## src/common/qsh_pkg.sv

```systemverilog
// Constants for the four-channel serial host port decoder.
package qsh_pkg;
	localparam int          ADDR_W          = 10;
	localparam int          DATA_W          = 8;
	localparam int          CHANNELS        = 4;
	// Base of the relocatable window for each bank switch position.
	localparam logic [9:0]  BANK_ON_BASE    = 10'h2A0;
	localparam logic [9:0]  BANK_OFF_BASE   = 10'h1A0;
	// Legacy ranges used by channels one and two in compatible mode.
	localparam logic [9:0]  FIRST_LEGACY    = 10'h3F8;
	localparam logic [9:0]  SECOND_LEGACY   = 10'h2F8;
	// Field positions inside a host address.
	localparam int          WIN_LSB         = 5;
	localparam int          RANGE_LSB       = 3;
	localparam logic [4:0]  VECTOR_OFFSET   = 5'h1F;
	localparam logic [1:0]  COMPAT_FIRST_IX = 2'h2;
	// Vector bits above the channel bits read as ones.
	localparam logic [3:0]  VECTOR_UPPER    = 4'hF;
	localparam logic [3:0]  SEL_IDLE_N      = 4'hF;
	localparam logic        GLOBAL_EN_RST   = 1'h0;
	// Crystal and reference clock figures in Hz, and the divide ratio between them.
	localparam int          XTAL_HZ         = 3686400;
	localparam int          REF_HZ          = 1843200;
	localparam int          REF_DIVIDE      = 2;
endpackage

```

## src/common/ref_clock_if.sv

```systemverilog
// Interface that carries the crystal level to the halver and the reference clock back.
interface ref_clock_if;
	logic xtal;
	logic ref_clk;
	modport divider (input xtal, output ref_clk);
	modport user    (output xtal, input ref_clk);
endinterface

```

## src/rtl/ref_clock_halver.sv

```systemverilog
// Divide-by-two of the sampled crystal oscillator level.
module ref_clock_halver (
	input  wire logic          clk,
	input  wire logic          rst,
	ref_clock_if.divider       rc
);
	logic xtal_prev;
	logic ref_q;
	logic next_xtal_prev;
	logic next_ref_q;

	// Toggle once on every rising crystal edge, halving its rate.
	always_comb begin
		next_xtal_prev = rc.xtal;
		next_ref_q     = ref_q;
		if (rc.xtal && !xtal_prev) begin
			next_ref_q = !ref_q;
		end
	end

	// Register the halver state.
	always_ff @(posedge clk or posedge rst) begin
		if (rst) begin
			xtal_prev <= 1'h0;
			ref_q     <= 1'h0;
		end else begin
			xtal_prev <= next_xtal_prev;
			ref_q     <= next_ref_q;
		end
	end

	assign rc.ref_clk = ref_q;
endmodule

```

## src/rtl/quad_serial_host_decode.sv

```systemverilog
// Host I/O decoder for four serial elements with a combined interrupt vector.
module quad_serial_host_decode #(
	parameter int NUM_CHANNELS = qsh_pkg::CHANNELS
) (
	input  wire logic        CORE_CLK,
	input  wire logic        RESET,
	input  wire logic [9:0]  HOST_ADDR,
	input  wire logic [7:0]  HOST_DATA_IN,
	input  wire logic        HOST_IOR_N,
	input  wire logic        HOST_IOW_N,
	input  wire logic        HOST_AEN,
	input  wire logic        MODE_SELECT_SWITCH,
	input  wire logic        ADDR_BANK_SWITCH,
	input  wire logic [3:0]  CHAN_IRQ,
	input  wire logic        XTAL_OSC,
	output logic      [3:0]  CHIP_SEL_N,
	output logic             VECTOR_RD_N,
	output logic      [7:0]  VECTOR_DATA,
	output logic             XCVR_EN_N,
	output logic             XCVR_DIR,
	output logic             GLOBAL_IRQ_EN,
	output logic             SERIAL_REF_CLK
);
	if (NUM_CHANNELS != qsh_pkg::CHANNELS) begin : g_check
		$error("Decoder serves exactly four serial elements.");
	end
	// The halver only divides by two, so the clock figures must agree with it.
	if (qsh_pkg::REF_DIVIDE != 2
	    || qsh_pkg::XTAL_HZ / qsh_pkg::REF_DIVIDE != qsh_pkg::REF_HZ) begin : g_ref_check
		$error("Reference clock figures do not halve the crystal.");
	end

	logic        cycle_valid;
	logic        is_read;
	logic [9:0]  win_base;
	logic        in_window;
	logic [1:0]  range_ix;
	logic        at_vector;
	logic [3:0]  hit;
	logic [3:0]  next_chip_sel_n;
	logic        next_vector_rd_n;
	logic [7:0]  next_vector_data;
	logic        next_xcvr_en_n;
	logic        next_xcvr_dir;
	logic        next_global_irq_en;

	ref_clock_if rc ();

	// The halver shares the core clock and samples the crystal as a level.
	ref_clock_halver u_halver (
		.clk (CORE_CLK),
		.rst (RESET),
		.rc  (rc.divider)
	);
	assign rc.xtal = XTAL_OSC;
	assign SERIAL_REF_CLK = rc.ref_clk; // Driven by the halver flip-flop.

	// Address decode: window by bank switch, legacy ranges by mode switch.
	always_comb begin
		cycle_valid = !HOST_AEN && (!HOST_IOR_N || !HOST_IOW_N);
		is_read     = !HOST_IOR_N;
		win_base    = ADDR_BANK_SWITCH ? qsh_pkg::BANK_ON_BASE
		                               : qsh_pkg::BANK_OFF_BASE;
		in_window   = HOST_ADDR[9:qsh_pkg::WIN_LSB] == win_base[9:qsh_pkg::WIN_LSB];
		range_ix    = HOST_ADDR[qsh_pkg::WIN_LSB-1:qsh_pkg::RANGE_LSB];
		at_vector   = in_window
		              && HOST_ADDR[qsh_pkg::WIN_LSB-1:0] == qsh_pkg::VECTOR_OFFSET;
		hit         = 4'h0;
		if (in_window) begin
			hit[range_ix] = 1'h1; // Enhanced: the window serves all four.
		end
		if (MODE_SELECT_SWITCH) begin
			// Compatible: relocatable window only serves channels three and four.
			hit[1:0] = 2'h0;
			if (HOST_ADDR[9:qsh_pkg::RANGE_LSB] == qsh_pkg::FIRST_LEGACY[9:qsh_pkg::RANGE_LSB]) begin
				hit[0] = 1'h1;
			end
			if (HOST_ADDR[9:qsh_pkg::RANGE_LSB] == qsh_pkg::SECOND_LEGACY[9:qsh_pkg::RANGE_LSB]) begin
				hit[1] = 1'h1;
			end
		end
		// The vector offset never reaches channel four's element.
		if (at_vector) begin
			hit[3] = 1'h0;
		end
	end

	// Next values of the strobes, transceiver control and vector latch.
	always_comb begin
		next_chip_sel_n    = qsh_pkg::SEL_IDLE_N;
		next_vector_rd_n   = 1'h1;
		next_global_irq_en = GLOBAL_IRQ_EN;
		if (cycle_valid) begin
			next_chip_sel_n  = ~hit;
			next_vector_rd_n = !(at_vector && is_read);
			if (at_vector && !HOST_IOW_N) begin
				next_global_irq_en = HOST_DATA_IN[0];
			end
		end
		next_xcvr_en_n   = (&next_chip_sel_n) && next_vector_rd_n;
		next_xcvr_dir    = cycle_valid && is_read; // High drives toward the host.
		next_vector_data = {qsh_pkg::VECTOR_UPPER, ~CHAN_IRQ};
	end

	// Register every output.
	always_ff @(posedge CORE_CLK or posedge RESET) begin
		if (RESET) begin
			CHIP_SEL_N    <= qsh_pkg::SEL_IDLE_N;
			VECTOR_RD_N   <= 1'h1;
			VECTOR_DATA   <= 8'hFF;
			XCVR_EN_N     <= 1'h1;
			XCVR_DIR      <= 1'h0;
			GLOBAL_IRQ_EN <= qsh_pkg::GLOBAL_EN_RST;
		end else begin
			CHIP_SEL_N    <= next_chip_sel_n;
			VECTOR_RD_N   <= next_vector_rd_n;
			VECTOR_DATA   <= next_vector_data;
			XCVR_EN_N     <= next_xcvr_en_n;
			XCVR_DIR      <= next_xcvr_dir;
			GLOBAL_IRQ_EN <= next_global_irq_en;
		end
	end
endmodule

```

## config.mk

```make
export PLATFORM = sky130hd
export DESIGN_NAME = quad_serial_host_decode
export DESIGN_NICKNAME = d
export VERILOG_FILES = /design/src/common/qsh_pkg.sv /design/src/common/ref_clock_if.sv /design/src/rtl/ref_clock_halver.sv /design/src/rtl/quad_serial_host_decode.sv
export SDC_FILE = /design/constraint.sdc
export NUM_CORES = 1
export LEC_CHECK = 0
export BUFFER_PORTS_ARGS = -buffer_cell sky130_fd_sc_hd__buf_2
export CAP_MARGIN = 20
export CORE_MARGIN = 2
export CORE_UTILIZATION = 42
export CTS_CLUSTER_DIAMETER = 80
export DETAILED_ROUTE_END_ITERATION = 16
export HOLD_SLACK_MARGIN = 0.1
export PLACE_DENSITY_LB_ADDON = 0.05
export SLEW_MARGIN = 20
export SYNTH_ARGS = -nofsm -noshare
export SYNTH_HDL_FRONTEND = slang
export SYNTH_SLANG_ARGS = --single-unit
```

## constraint.sdc

```tcl
create_clock -name CORE_CLK -period 1.7 [get_ports CORE_CLK]
set_clock_uncertainty 0.2 [all_clocks]
set_input_delay 0.425 -clock CORE_CLK [delete_from_list [all_inputs] [get_ports CORE_CLK]]
set_output_delay 0.425 -clock CORE_CLK [all_outputs]
set_load 0.01 [all_outputs]
```

==> results.txt, run 1 <==
----------------------------------------------------
[Yosys]
  Sequential-to-total area share from yosys stat ... 0.545
  Syn_area_per_cell ... 10.7 µm²
  Cell taking the most area after synthesis ... sky130_fd_sc_hd__dfstp_2
  Area of the mapped netlist ... 666 µm²
  Leading cell types by total area after synthesis ... sky130_fd_sc_hd__dfstp_2 (39%), sky130_fd_sc_hd__dfrtp_1 (15%), sky130_fd_sc_hd__buf_4 (4.5%)
  Commonest register cell after synthesis ... sky130_fd_sc_hd__dfstp_2
  Count of cell types in the netlist ... 25
  Number of register bits inferred by synthesis ... 14
  Number of enable flip-flop cells after synthesis ... 0
  Share of the synthesized area in the top cell type ... 0.395
  Most instantiated cells after synthesis ... sky130_fd_sc_hd__dfstp_2 (10), sky130_fd_sc_hd__inv_1 (7), sky130_fd_sc_hd__nand2_1 (5), sky130_fd_sc_hd__nand3_1 (5)
  Post-Syn Instances ... 62
  Total number of yosys warnings ... 0
  Async SR Flop Fraction ... 1.00
  Library cell with the highest instance count after synthesis ... sky130_fd_sc_hd__dfstp_2

[Detailed routing]
  DRC violation total after the first TritonRoute iteration ... 6
  Post-detailed-route DRC marker count ... 0
  Antenna-violating nets left ... 0
  Average vias per placed instance ... 4.79
  Routed vias ... 623
  Number of iterations in the first detailed-routing pass ... 4
  Total wire length after detailed routing ... 1340 µm
  Average routed wire per standard cell ... 10.3 µm
  Sum of met2 wire segment lengths after detailed routing ... 660 µm
  WL met3 ... 135 µm
  Routed metal-1 wire length ... 511 µm
  Highest metal layer used by the detailed router ... met4

[Clock network]
  TritonCTS clock tree ... yes
  Longest Clk Path Bufs ... 2
  CTS buffer count ... 3
  Clock root buffer ... sky130_fd_sc_hd__clkbuf_4
  Worst-skew pair later-pin latency ... 0.27 ns
  Clock input transition at the sequential cells of the worst setup and hold paths ... 0.08 ns
  Clock Sink Count ... 14
  Maximum level of the CTS H-tree ... 1

[Timing]
  Final Hold Vio Count ... 0
  Min cycle time layout ... 1.56 ns
  Slew of the pin with the lowest slew margin ... 0.518 ns
  Period Utilization, post-route ... 0.917
  Slew Viols, Final ... 0
  RSZ-0062 raised after global routing ... no
  # setup viols final ... 0
  Slew Limit Headroom ... 0.654
  Highest Clock Rate ... 0.642 GHz
  Worst Slack Setup Final ... 0.142 ns

[Place]
  Placed wire-length estimate ... 1070 µm
  Post-place instance area ... 902 µm²
  Last weighted congestion value of the routability-driven placer ... 0.752
  Dpl ws ... -0.152 ns
  Port bufs ... 35

[GRT]
  Initial antenna violation count ... 0
  Via count of the first global-routing pass ... 591
  Total global routing overflow ... 0
  Global Route Usage Sum ... 0.164
  First-pass GRT wire length ... 2330 µm
  Pin count of the biggest net entering global routing ... 15

[Floorplan]
  Initial Utilization ... 0.447
  Placeable core area ... 0.00149 mm²
  Number of cell rows ... 14
  Die width ... 43.8 µm
  Number of placed I/O pins ... 47
  Die span in y ... 43.8 µm
  DIE AREA ... 0.00192 mm²

[Setup path]
  Critical path endpoint category ... register
  Arrival time of the worst setup path ... 1.52 ns
  Launching instance or port of the critical path ... HOST_ADDR[6]
  Required time of the critical path ... 1.66 ns
  Startpoint class of the critical path ... input port
  Beginning of the worst register-to-register path ... GLOBAL_IRQ_EN
  Worst-path maximum fanout ... 3
  Category of the most critical setup path ... in2reg

[Finish]
  Combined area of the multi-input logic cells ... 258 µm²
  Count of inserted antenna diode cells ... 0
  Proportion of layout cells with a drive suffix above 1 ... 0.544
  Fin util ... 0.671
  Syn-to-layout area delta ... 50.0%
  Fillers ... 136
  Post-layout instance area ... 998 µm²
  Layout net count ... 145
  FF/Latch Area ... 363 µm²

[Pwr]
  Static leakage power ... 0.000496 µW
  PwrDens ... 731 mW/mm²
  Max IR drop VDD ... 338 µV
  Post-layout power ... 730 µW

[Hold path]
  Hold Path Class ... in2reg
  Worst hold path startpoint ... HOST_IOR_N

[Status]
  Run status ... finished clean

[Flow run]
  MaxCap Viol Count ... 0

----------------------------------------------------
[area by class of cell]
type                    count  share of cell area
repair buffers             49               0.296
multi-input cells          40               0.258
clock buffers               4              0.0363
inverters                   7              0.0263
well taps                  16              0.0201
flip-flops and latches     14               0.363
[final timing paths]
check	depth (start not counted)	end	slack, ns
max reg2reg	1	GLOBAL_IRQ_EN	0.76
max in group asynchronous	3	VECTOR_DATA[2]	0.41
min	2	XCVR_DIR	0.15
max	5	GLOBAL_IRQ_EN	0.14
min in group asynchronous	3	u_halver.xtal_prev	0.52
min reg2reg	1	u_halver.rc.ref_clk	0.27
[state kept, by name (all words and copies together), names as in the netlist]
signal,flops
VECTOR_RD_N,1
CHIP_SEL_N,4
u_halver.xtal_prev,1
XCVR_EN_N,1
GLOBAL_IRQ_EN,1
u_halver.rc.ref_clk,1
VECTOR_DATA,4
XCVR_DIR,1
[layer usage]
layer	vias up	global-route usage
li1	306	-
met1	276	0.187
met2	37	0.285
met3	4	0.0167
met4	0	0.109
met5	-	0
[power by group]
part           leakage, µW  total [µW]  switching, µW  internal (µW)
Clock            0.0000210         227           96.8            130
Sequential        0.000155         366           8.55            358
Combinational     0.000319         136           63.9           72.5
Total             0.000496         730            169            560
[critical path, cell delays in order]
cell                      delay [ns]
sky130_fd_sc_hd__buf_2          0.12
sky130_fd_sc_hd__nor4b_4        0.30
sky130_fd_sc_hd__nor2_2         0.09
sky130_fd_sc_hd__nor4b_2        0.23
sky130_fd_sc_hd__mux2_2         0.36
[placed cells by master (no fill, tap or decap), types with 3 or more instances in the layout]
cell                            Yosys  final
sky130_fd_sc_hd__conb_1             1      4
sky130_fd_sc_hd__dlygate4sd3_1      0      6
sky130_fd_sc_hd__dfstp_2           10     10
sky130_fd_sc_hd__nor2_1             4      4
sky130_fd_sc_hd__buf_4              4      8
sky130_fd_sc_hd__buf_2              0     35
sky130_fd_sc_hd__nand2_1            5      5
sky130_fd_sc_hd__nand3_1            5      5
sky130_fd_sc_hd__inv_1              7      7
sky130_fd_sc_hd__clkbuf_4           0      3
sky130_fd_sc_hd__dfrtp_1            4      4
[cell families (layout without fill, tap and decap cells)]
group	count (synthesis)	count (layout)	share of synthesized area
xor+xnor	1	1	0.0132
compound gates	6	6	0.0489
buf+inv	11	60	0.0846
mux	2	2	0.0320
flops	14	14	0.545
simple gates	27	27	0.271
other cells	1	4	0.00563
[metrics by stage]
| step | cells | TNS, ns | hold WS [ns] |
|---|---|---|---|
| after CTS | 130 | 0 | 0.137 |
| after floorplan | 65 | 0 | 0.107 |
| after global routing | 130 | 0 | 0.148 |
| after detailed placement | 120 | -0.152 | 0.257 |
| after global placement | 120 | -0.138 | 0.254 |
| final | 130 | 0 | 0.149 |
[timing repair]
item | in CTS | in global routing
resized for setup | 0 | 0
setup buffers | 0 | 0
hold buffers | 6 | 0
endpoints found under the hold margin | 9 | 0
(Power assumes the default switching activity.)
==> inputs of run 2 (changes only) <==
Clock period 1.7 ns to 1.8 ns, I/O delays scaled along.
==> run 2 against run 1 <==
Setup slack got worse by 0.0040 ns. Register-to-register slack gained 0.09 ns. Critical path type unchanged. Sequential share of layout area grew 0.93 points.
==> results.txt, run 2 (synthesis results as in run 1) <==
----------------------------------------------------
[Detailed routing]
  Average vias per placed instance ... 4.81
  DRC violation total after the first TritonRoute iteration ... 4
  Post-detailed-route DRC marker count ... 0
  Antenna-violating nets left ... 0
  Routed vias ... 611
  Number of iterations in the first detailed-routing pass ... 4
  Total wire length after detailed routing ... 1330 µm
  Average routed wire per standard cell ... 10.5 µm

[Floorplan]
  Initial Utilization ... 0.447
  Die span in y ... 43.8 µm
  Number of cell rows ... 14
  Die width ... 43.8 µm
  Number of placed I/O pins ... 47
  DIE AREA ... 0.00192 mm²
  Placeable core area ... 0.00149 mm²

[GRT]
  Total global routing overflow ... 0
  Pin count of the biggest net entering global routing ... 15
  Initial antenna violation count ... 0
  First-pass GRT wire length ... 2420 µm
  Global Route Usage Sum ... 0.167
  Via count of the first global-routing pass ... 621

[Pwr]
  Max IR drop VDD ... 294 µV
  Post-layout power ... 681 µW
  PwrDens ... 700 mW/mm²
  Static leakage power ... 0.000482 µW

[Finish]
  Syn-to-layout area delta ... 46.2%
  Count of inserted antenna diode cells ... 0
  Proportion of layout cells with a drive suffix above 1 ... 0.541
  Fillers ... 137
  Commonest non-fill, non-tap cell in the layout ... sky130_fd_sc_hd__buf_2
  Registers with the most flip-flops ... CHIP_SEL_N (4), VECTOR_DATA (4)
  Fin util ... 0.654
  Layout net count ... 142
  FF/Latch Area ... 363 µm²
  Combined area of the multi-input logic cells ... 258 µm²
  Most frequent cells in the layout ... sky130_fd_sc_hd__buf_2 (35), sky130_fd_sc_hd__dfstp_2 (10), sky130_fd_sc_hd__inv_1 (7), sky130_fd_sc_hd__buf_4 (6)

[Timing]
  Final Hold Vio Count ... 0
  Post-route worst hold slack ... 0.110 ns
  Min cycle time layout ... 1.66 ns
  Highest Clock Rate ... 0.602 GHz
  RSZ-0062 raised after global routing ... no
  Period Utilization, post-route ... 0.924
  Slew Viols, Final ... 0
  Worst Slack Setup Final ... 0.138 ns
  # setup viols final ... 0

[Setup path]
  Startpoint class of the critical path ... input port
  Worst-path maximum fanout ... 3
  Arrival time of the worst setup path ... 1.62 ns
  Critical path endpoint category ... register
  Required time of the critical path ... 1.75 ns
  Launching instance or port of the critical path ... HOST_ADDR[6]
  Beginning of the worst register-to-register path ... GLOBAL_IRQ_EN
  Category of the most critical setup path ... in2reg

[Flow run]
  MaxCap Viol Count ... 0

[Place]
  Placed wire-length estimate ... 1110 µm
  Last weighted congestion value of the routability-driven placer ... 0.736
  Dpl ws ... -0.142 ns
  Port bufs ... 35

[Hold path]
  Hold Path Class ... in2reg
  Worst hold path startpoint ... XTAL_OSC

[Clock network]
  Clock Sink Count ... 14
  TritonCTS clock tree ... yes
  Clock root buffer ... sky130_fd_sc_hd__clkbuf_4
  Longest Clk Path Bufs ... 2
  Worst-skew pair later-pin latency ... 0.26 ns
  CTS buffer count ... 3
  Clock input transition at the sequential cells of the worst setup and hold paths ... 0.08 ns
  Maximum level of the CTS H-tree ... 1

[Status]
  Run status ... finished clean

----------------------------------------------------
## run 2: stage by stage
stage,TNS (ns),instance area (µm²),cells
2_1_floorplan,0,677,65
3_3_place_gp,-0.130,887,118
3_5_place_dp,-0.142,887,118
4_1_cts,0,973,127
5_1_grt,0,973,127
6_report,0,973,127
## run 2: final timing paths
check                                            to  slack (ns)  cells after the start
worst max-delay path                  GLOBAL_IRQ_EN        0.14                      5
worst min-delay path             u_halver.xtal_prev        0.11                      1
worst max register to register        GLOBAL_IRQ_EN        0.85                      1
worst min register to register  u_halver.rc.ref_clk        0.26                      1
max in group asynchronous            VECTOR_DATA[1]        0.51                      3
min in group asynchronous       u_halver.rc.ref_clk        0.55                      3
## run 2: what timing repair did
item	in CTS	in global routing
hold endpoints to repair	8	0
setup buffers	0	0
resized for setup	0	0
endpoints found under the setup margin	0	0
hold buffers	5	0
## run 2: final cells by class
class | instances | area share
clock buffers | 4 | 0.0373
inverters | 7 | 0.0270
repair buffers | 46 | 0.278
well taps | 16 | 0.0206
flip-flops and latches | 14 | 0.373
multi-input cells | 40 | 0.265
## run 2: worst max-delay path, cell delays in order
cell                      delay, ns
sky130_fd_sc_hd__buf_2         0.12
sky130_fd_sc_hd__nor4b_4       0.30
sky130_fd_sc_hd__nor2_2        0.09
sky130_fd_sc_hd__nor4b_2       0.30
sky130_fd_sc_hd__mux2_2        0.36
## run 2: metal layers
metal / up-vias / global-route usage / part of all wire
met4: 0 / 0.0788 / 0.0060
li1: 300 / - / -
met2: 29 / 0.303 / 0.55
met5: - / 0 / 0
met1: 280 / 0.196 / 0.36
met3: 2 / 0.0125 / 0.077
## run 2: where the power goes
part	internal [µW]	switching [µW]
Clock	123	88.1
Sequential	338	8.21
Combinational	64.4	59.8
Total	525	156
==> inputs of run 3 (changes only) <==
Settings changed: CORE_ASPECT_RATIO from default to 0.8, CORE_MARGIN 2 to default, CORE_UTILIZATION 42 to 39.
Clock period 1.8 ns to 1.7 ns, I/O delays scaled along.
==> run 3 against run 2 <==
Global-route usage up 2.4 points. Critical path type unchanged. Setup slack worse by 0.017 ns. Flip-flop and latch count did not move. Cell count increased by 5.5%. Sequential share of layout area down 0.89 points. Core utilization is 1.7 points higher. Clock power up 9%.
==> results.txt, run 3 (synthesis results as in run 1) <==
----------------------------------------------------
[Finish]
  Post-layout instance area ... 997 µm²
  Syn-to-layout area delta ... 49.8%
  Number of standard cells in the layout, taps in and fillers out ... 134
  Fin util ... 0.671
  Registers with the most flip-flops ... CHIP_SEL_N (4), VECTOR_DATA (4)
  Proportion of layout cells with a drive suffix above 1 ... 0.540
  Layout net count ... 144
  Commonest non-fill, non-tap cell in the layout ... sky130_fd_sc_hd__buf_2
  Count of inserted antenna diode cells ... 0
  Most frequent cells in the layout ... sky130_fd_sc_hd__buf_2 (35), sky130_fd_sc_hd__dfstp_2 (10), sky130_fd_sc_hd__inv_1 (7), sky130_fd_sc_hd__buf_4 (7), sky130_fd_sc_hd__dlygate4sd3_1 (6)

[Place]
  Last weighted congestion value of the routability-driven placer ... 0.828
  Port bufs ... 35
  Dpl cells ... 124
  Post-place instance area ... 901 µm²
  Placed wire-length estimate ... 1120 µm

[Floorplan]
  Die span in y ... 39.0 µm
  DIE AREA ... 0.00188 mm²
  Placeable core area ... 0.00149 mm²
  Die width ... 48.2 µm
  Number of placed I/O pins ... 47
  Number of cell rows ... 12
  Initial Utilization ... 0.448

[Setup path]
  Required time of the critical path ... 1.67 ns
  Worst-path maximum fanout ... 4
  Category of the most critical setup path ... in2reg
  Critical path endpoint category ... register
  Startpoint class of the critical path ... input port
  R2r setup slk ... 0.74 ns
  Arrival time of the worst setup path ... 1.54 ns

[Clock network]
  TritonCTS clock tree ... yes
  Maximum level of the CTS H-tree ... 1
  Worst-skew pair later-pin latency ... 0.27 ns
  Total of hold buffers inserted after clock tree synthesis ... 6
  Clock Sink Count ... 14
  Post-CTS resize count ... 0
  Clock input transition at the sequential cells of the worst setup and hold paths ... 0.08 ns
  Clock root buffer ... sky130_fd_sc_hd__clkbuf_4
  Number of setup buffers added after CTS ... 0
  CTS buffer count ... 3
  Longest Clk Path Bufs ... 2

[Detailed routing]
  Routed vias ... 614
  Number of iterations in the first detailed-routing pass ... 4
  Average routed wire per standard cell ... 10.8 µm
  Antenna-violating nets left ... 0
  Post-detailed-route DRC marker count ... 0
  Average vias per placed instance ... 4.58
  DRC violation total after the first TritonRoute iteration ... 8
  Total wire length after detailed routing ... 1450 µm

[Pwr]
  PwrDens ... 737 mW/mm²
  Post-layout power ... 735 µW
  Max IR drop VDD ... 669 µV
  Static leakage power ... 0.000491 µW

[Timing]
  # setup viols final ... 0
  RSZ-0062 raised after global routing ... no
  Slew Viols, Final ... 0
  Highest Clock Rate ... 0.633 GHz
  Post-route worst hold slack ... 0.173 ns
  Period Utilization, post-route ... 0.929
  Final Hold Vio Count ... 0
  Min cycle time layout ... 1.58 ns

[GRT]
  Via count of the first global-routing pass ... 561
  First-pass GRT wire length ... 2340 µm
  Total global routing overflow ... 0
  Global Route Usage Sum ... 0.191
  Initial antenna violation count ... 0
  Pin count of the biggest net entering global routing ... 15

[Status]
  Run status ... finished clean

[Flow run]
  MaxCap Viol Count ... 0

[Hold path]
  Hold Path Class ... in2reg

----------------------------------------------------
run 3: changes by cell type in the layout (fill, tap and decap cells not counted), sizes merged:
cell         delta
dlygate4sd3     +1
buf             +1
run 3: layer usage:
layer,track usage,wire [µm]
met1,0.223,614
met5,0,0
met3,0.0748,99
met2,0.333,732
met4,0.0208,0
run 3: final cells by class:
type                    instances  area [µm²]
fillers                       131         489
multi-input cells              40         258
clock buffers                   4        36.3
flip-flops and latches         14         363
inverters                       7        26.3
repair buffers                 48         288
well taps                      21        26.3
run 3: critical path, stage by stage:
cell	delay [ns]
sky130_fd_sc_hd__buf_2	0.13
sky130_fd_sc_hd__nor4b_4	0.31
sky130_fd_sc_hd__nor2_2	0.09
sky130_fd_sc_hd__nor4b_2	0.22
sky130_fd_sc_hd__mux2_2	0.36
run 3: per-stage QoR:
stage          TNS (ns)  setup WS (ns)
2_1_floorplan         0         0.0351
3_5_place_dp     -0.186         -0.186
4_1_cts               0          0.110
3_3_place_gp     -0.160         -0.160
6_report              0          0.121
5_1_grt               0         0.0696
run 3: path summary, 6_finish.rpt:
| kind | startpoint | endpoint | cells after the start |
|---|---|---|---|
| setup / recovery | HOST_ADDR[6] | GLOBAL_IRQ_EN | 5 |
| hold / removal | HOST_IOR_N | XCVR_DIR | 2 |
| setup reg to reg | GLOBAL_IRQ_EN | GLOBAL_IRQ_EN | 1 |
| hold reg to reg | u_halver.rc.ref_clk | u_halver.rc.ref_clk | 1 |
| max in group asynchronous | RESET | CHIP_SEL_N[2] | 3 |
| min in group asynchronous | RESET | GLOBAL_IRQ_EN | 3 |
run 3: power breakdown:
| part | switching (µW) | internal [µW] |
|---|---|---|
| combinational | 66.6 | 71.2 |
| clock | 100 | 130 |
| sequential | 8.77 | 358 |
| total | 175 | 559 |
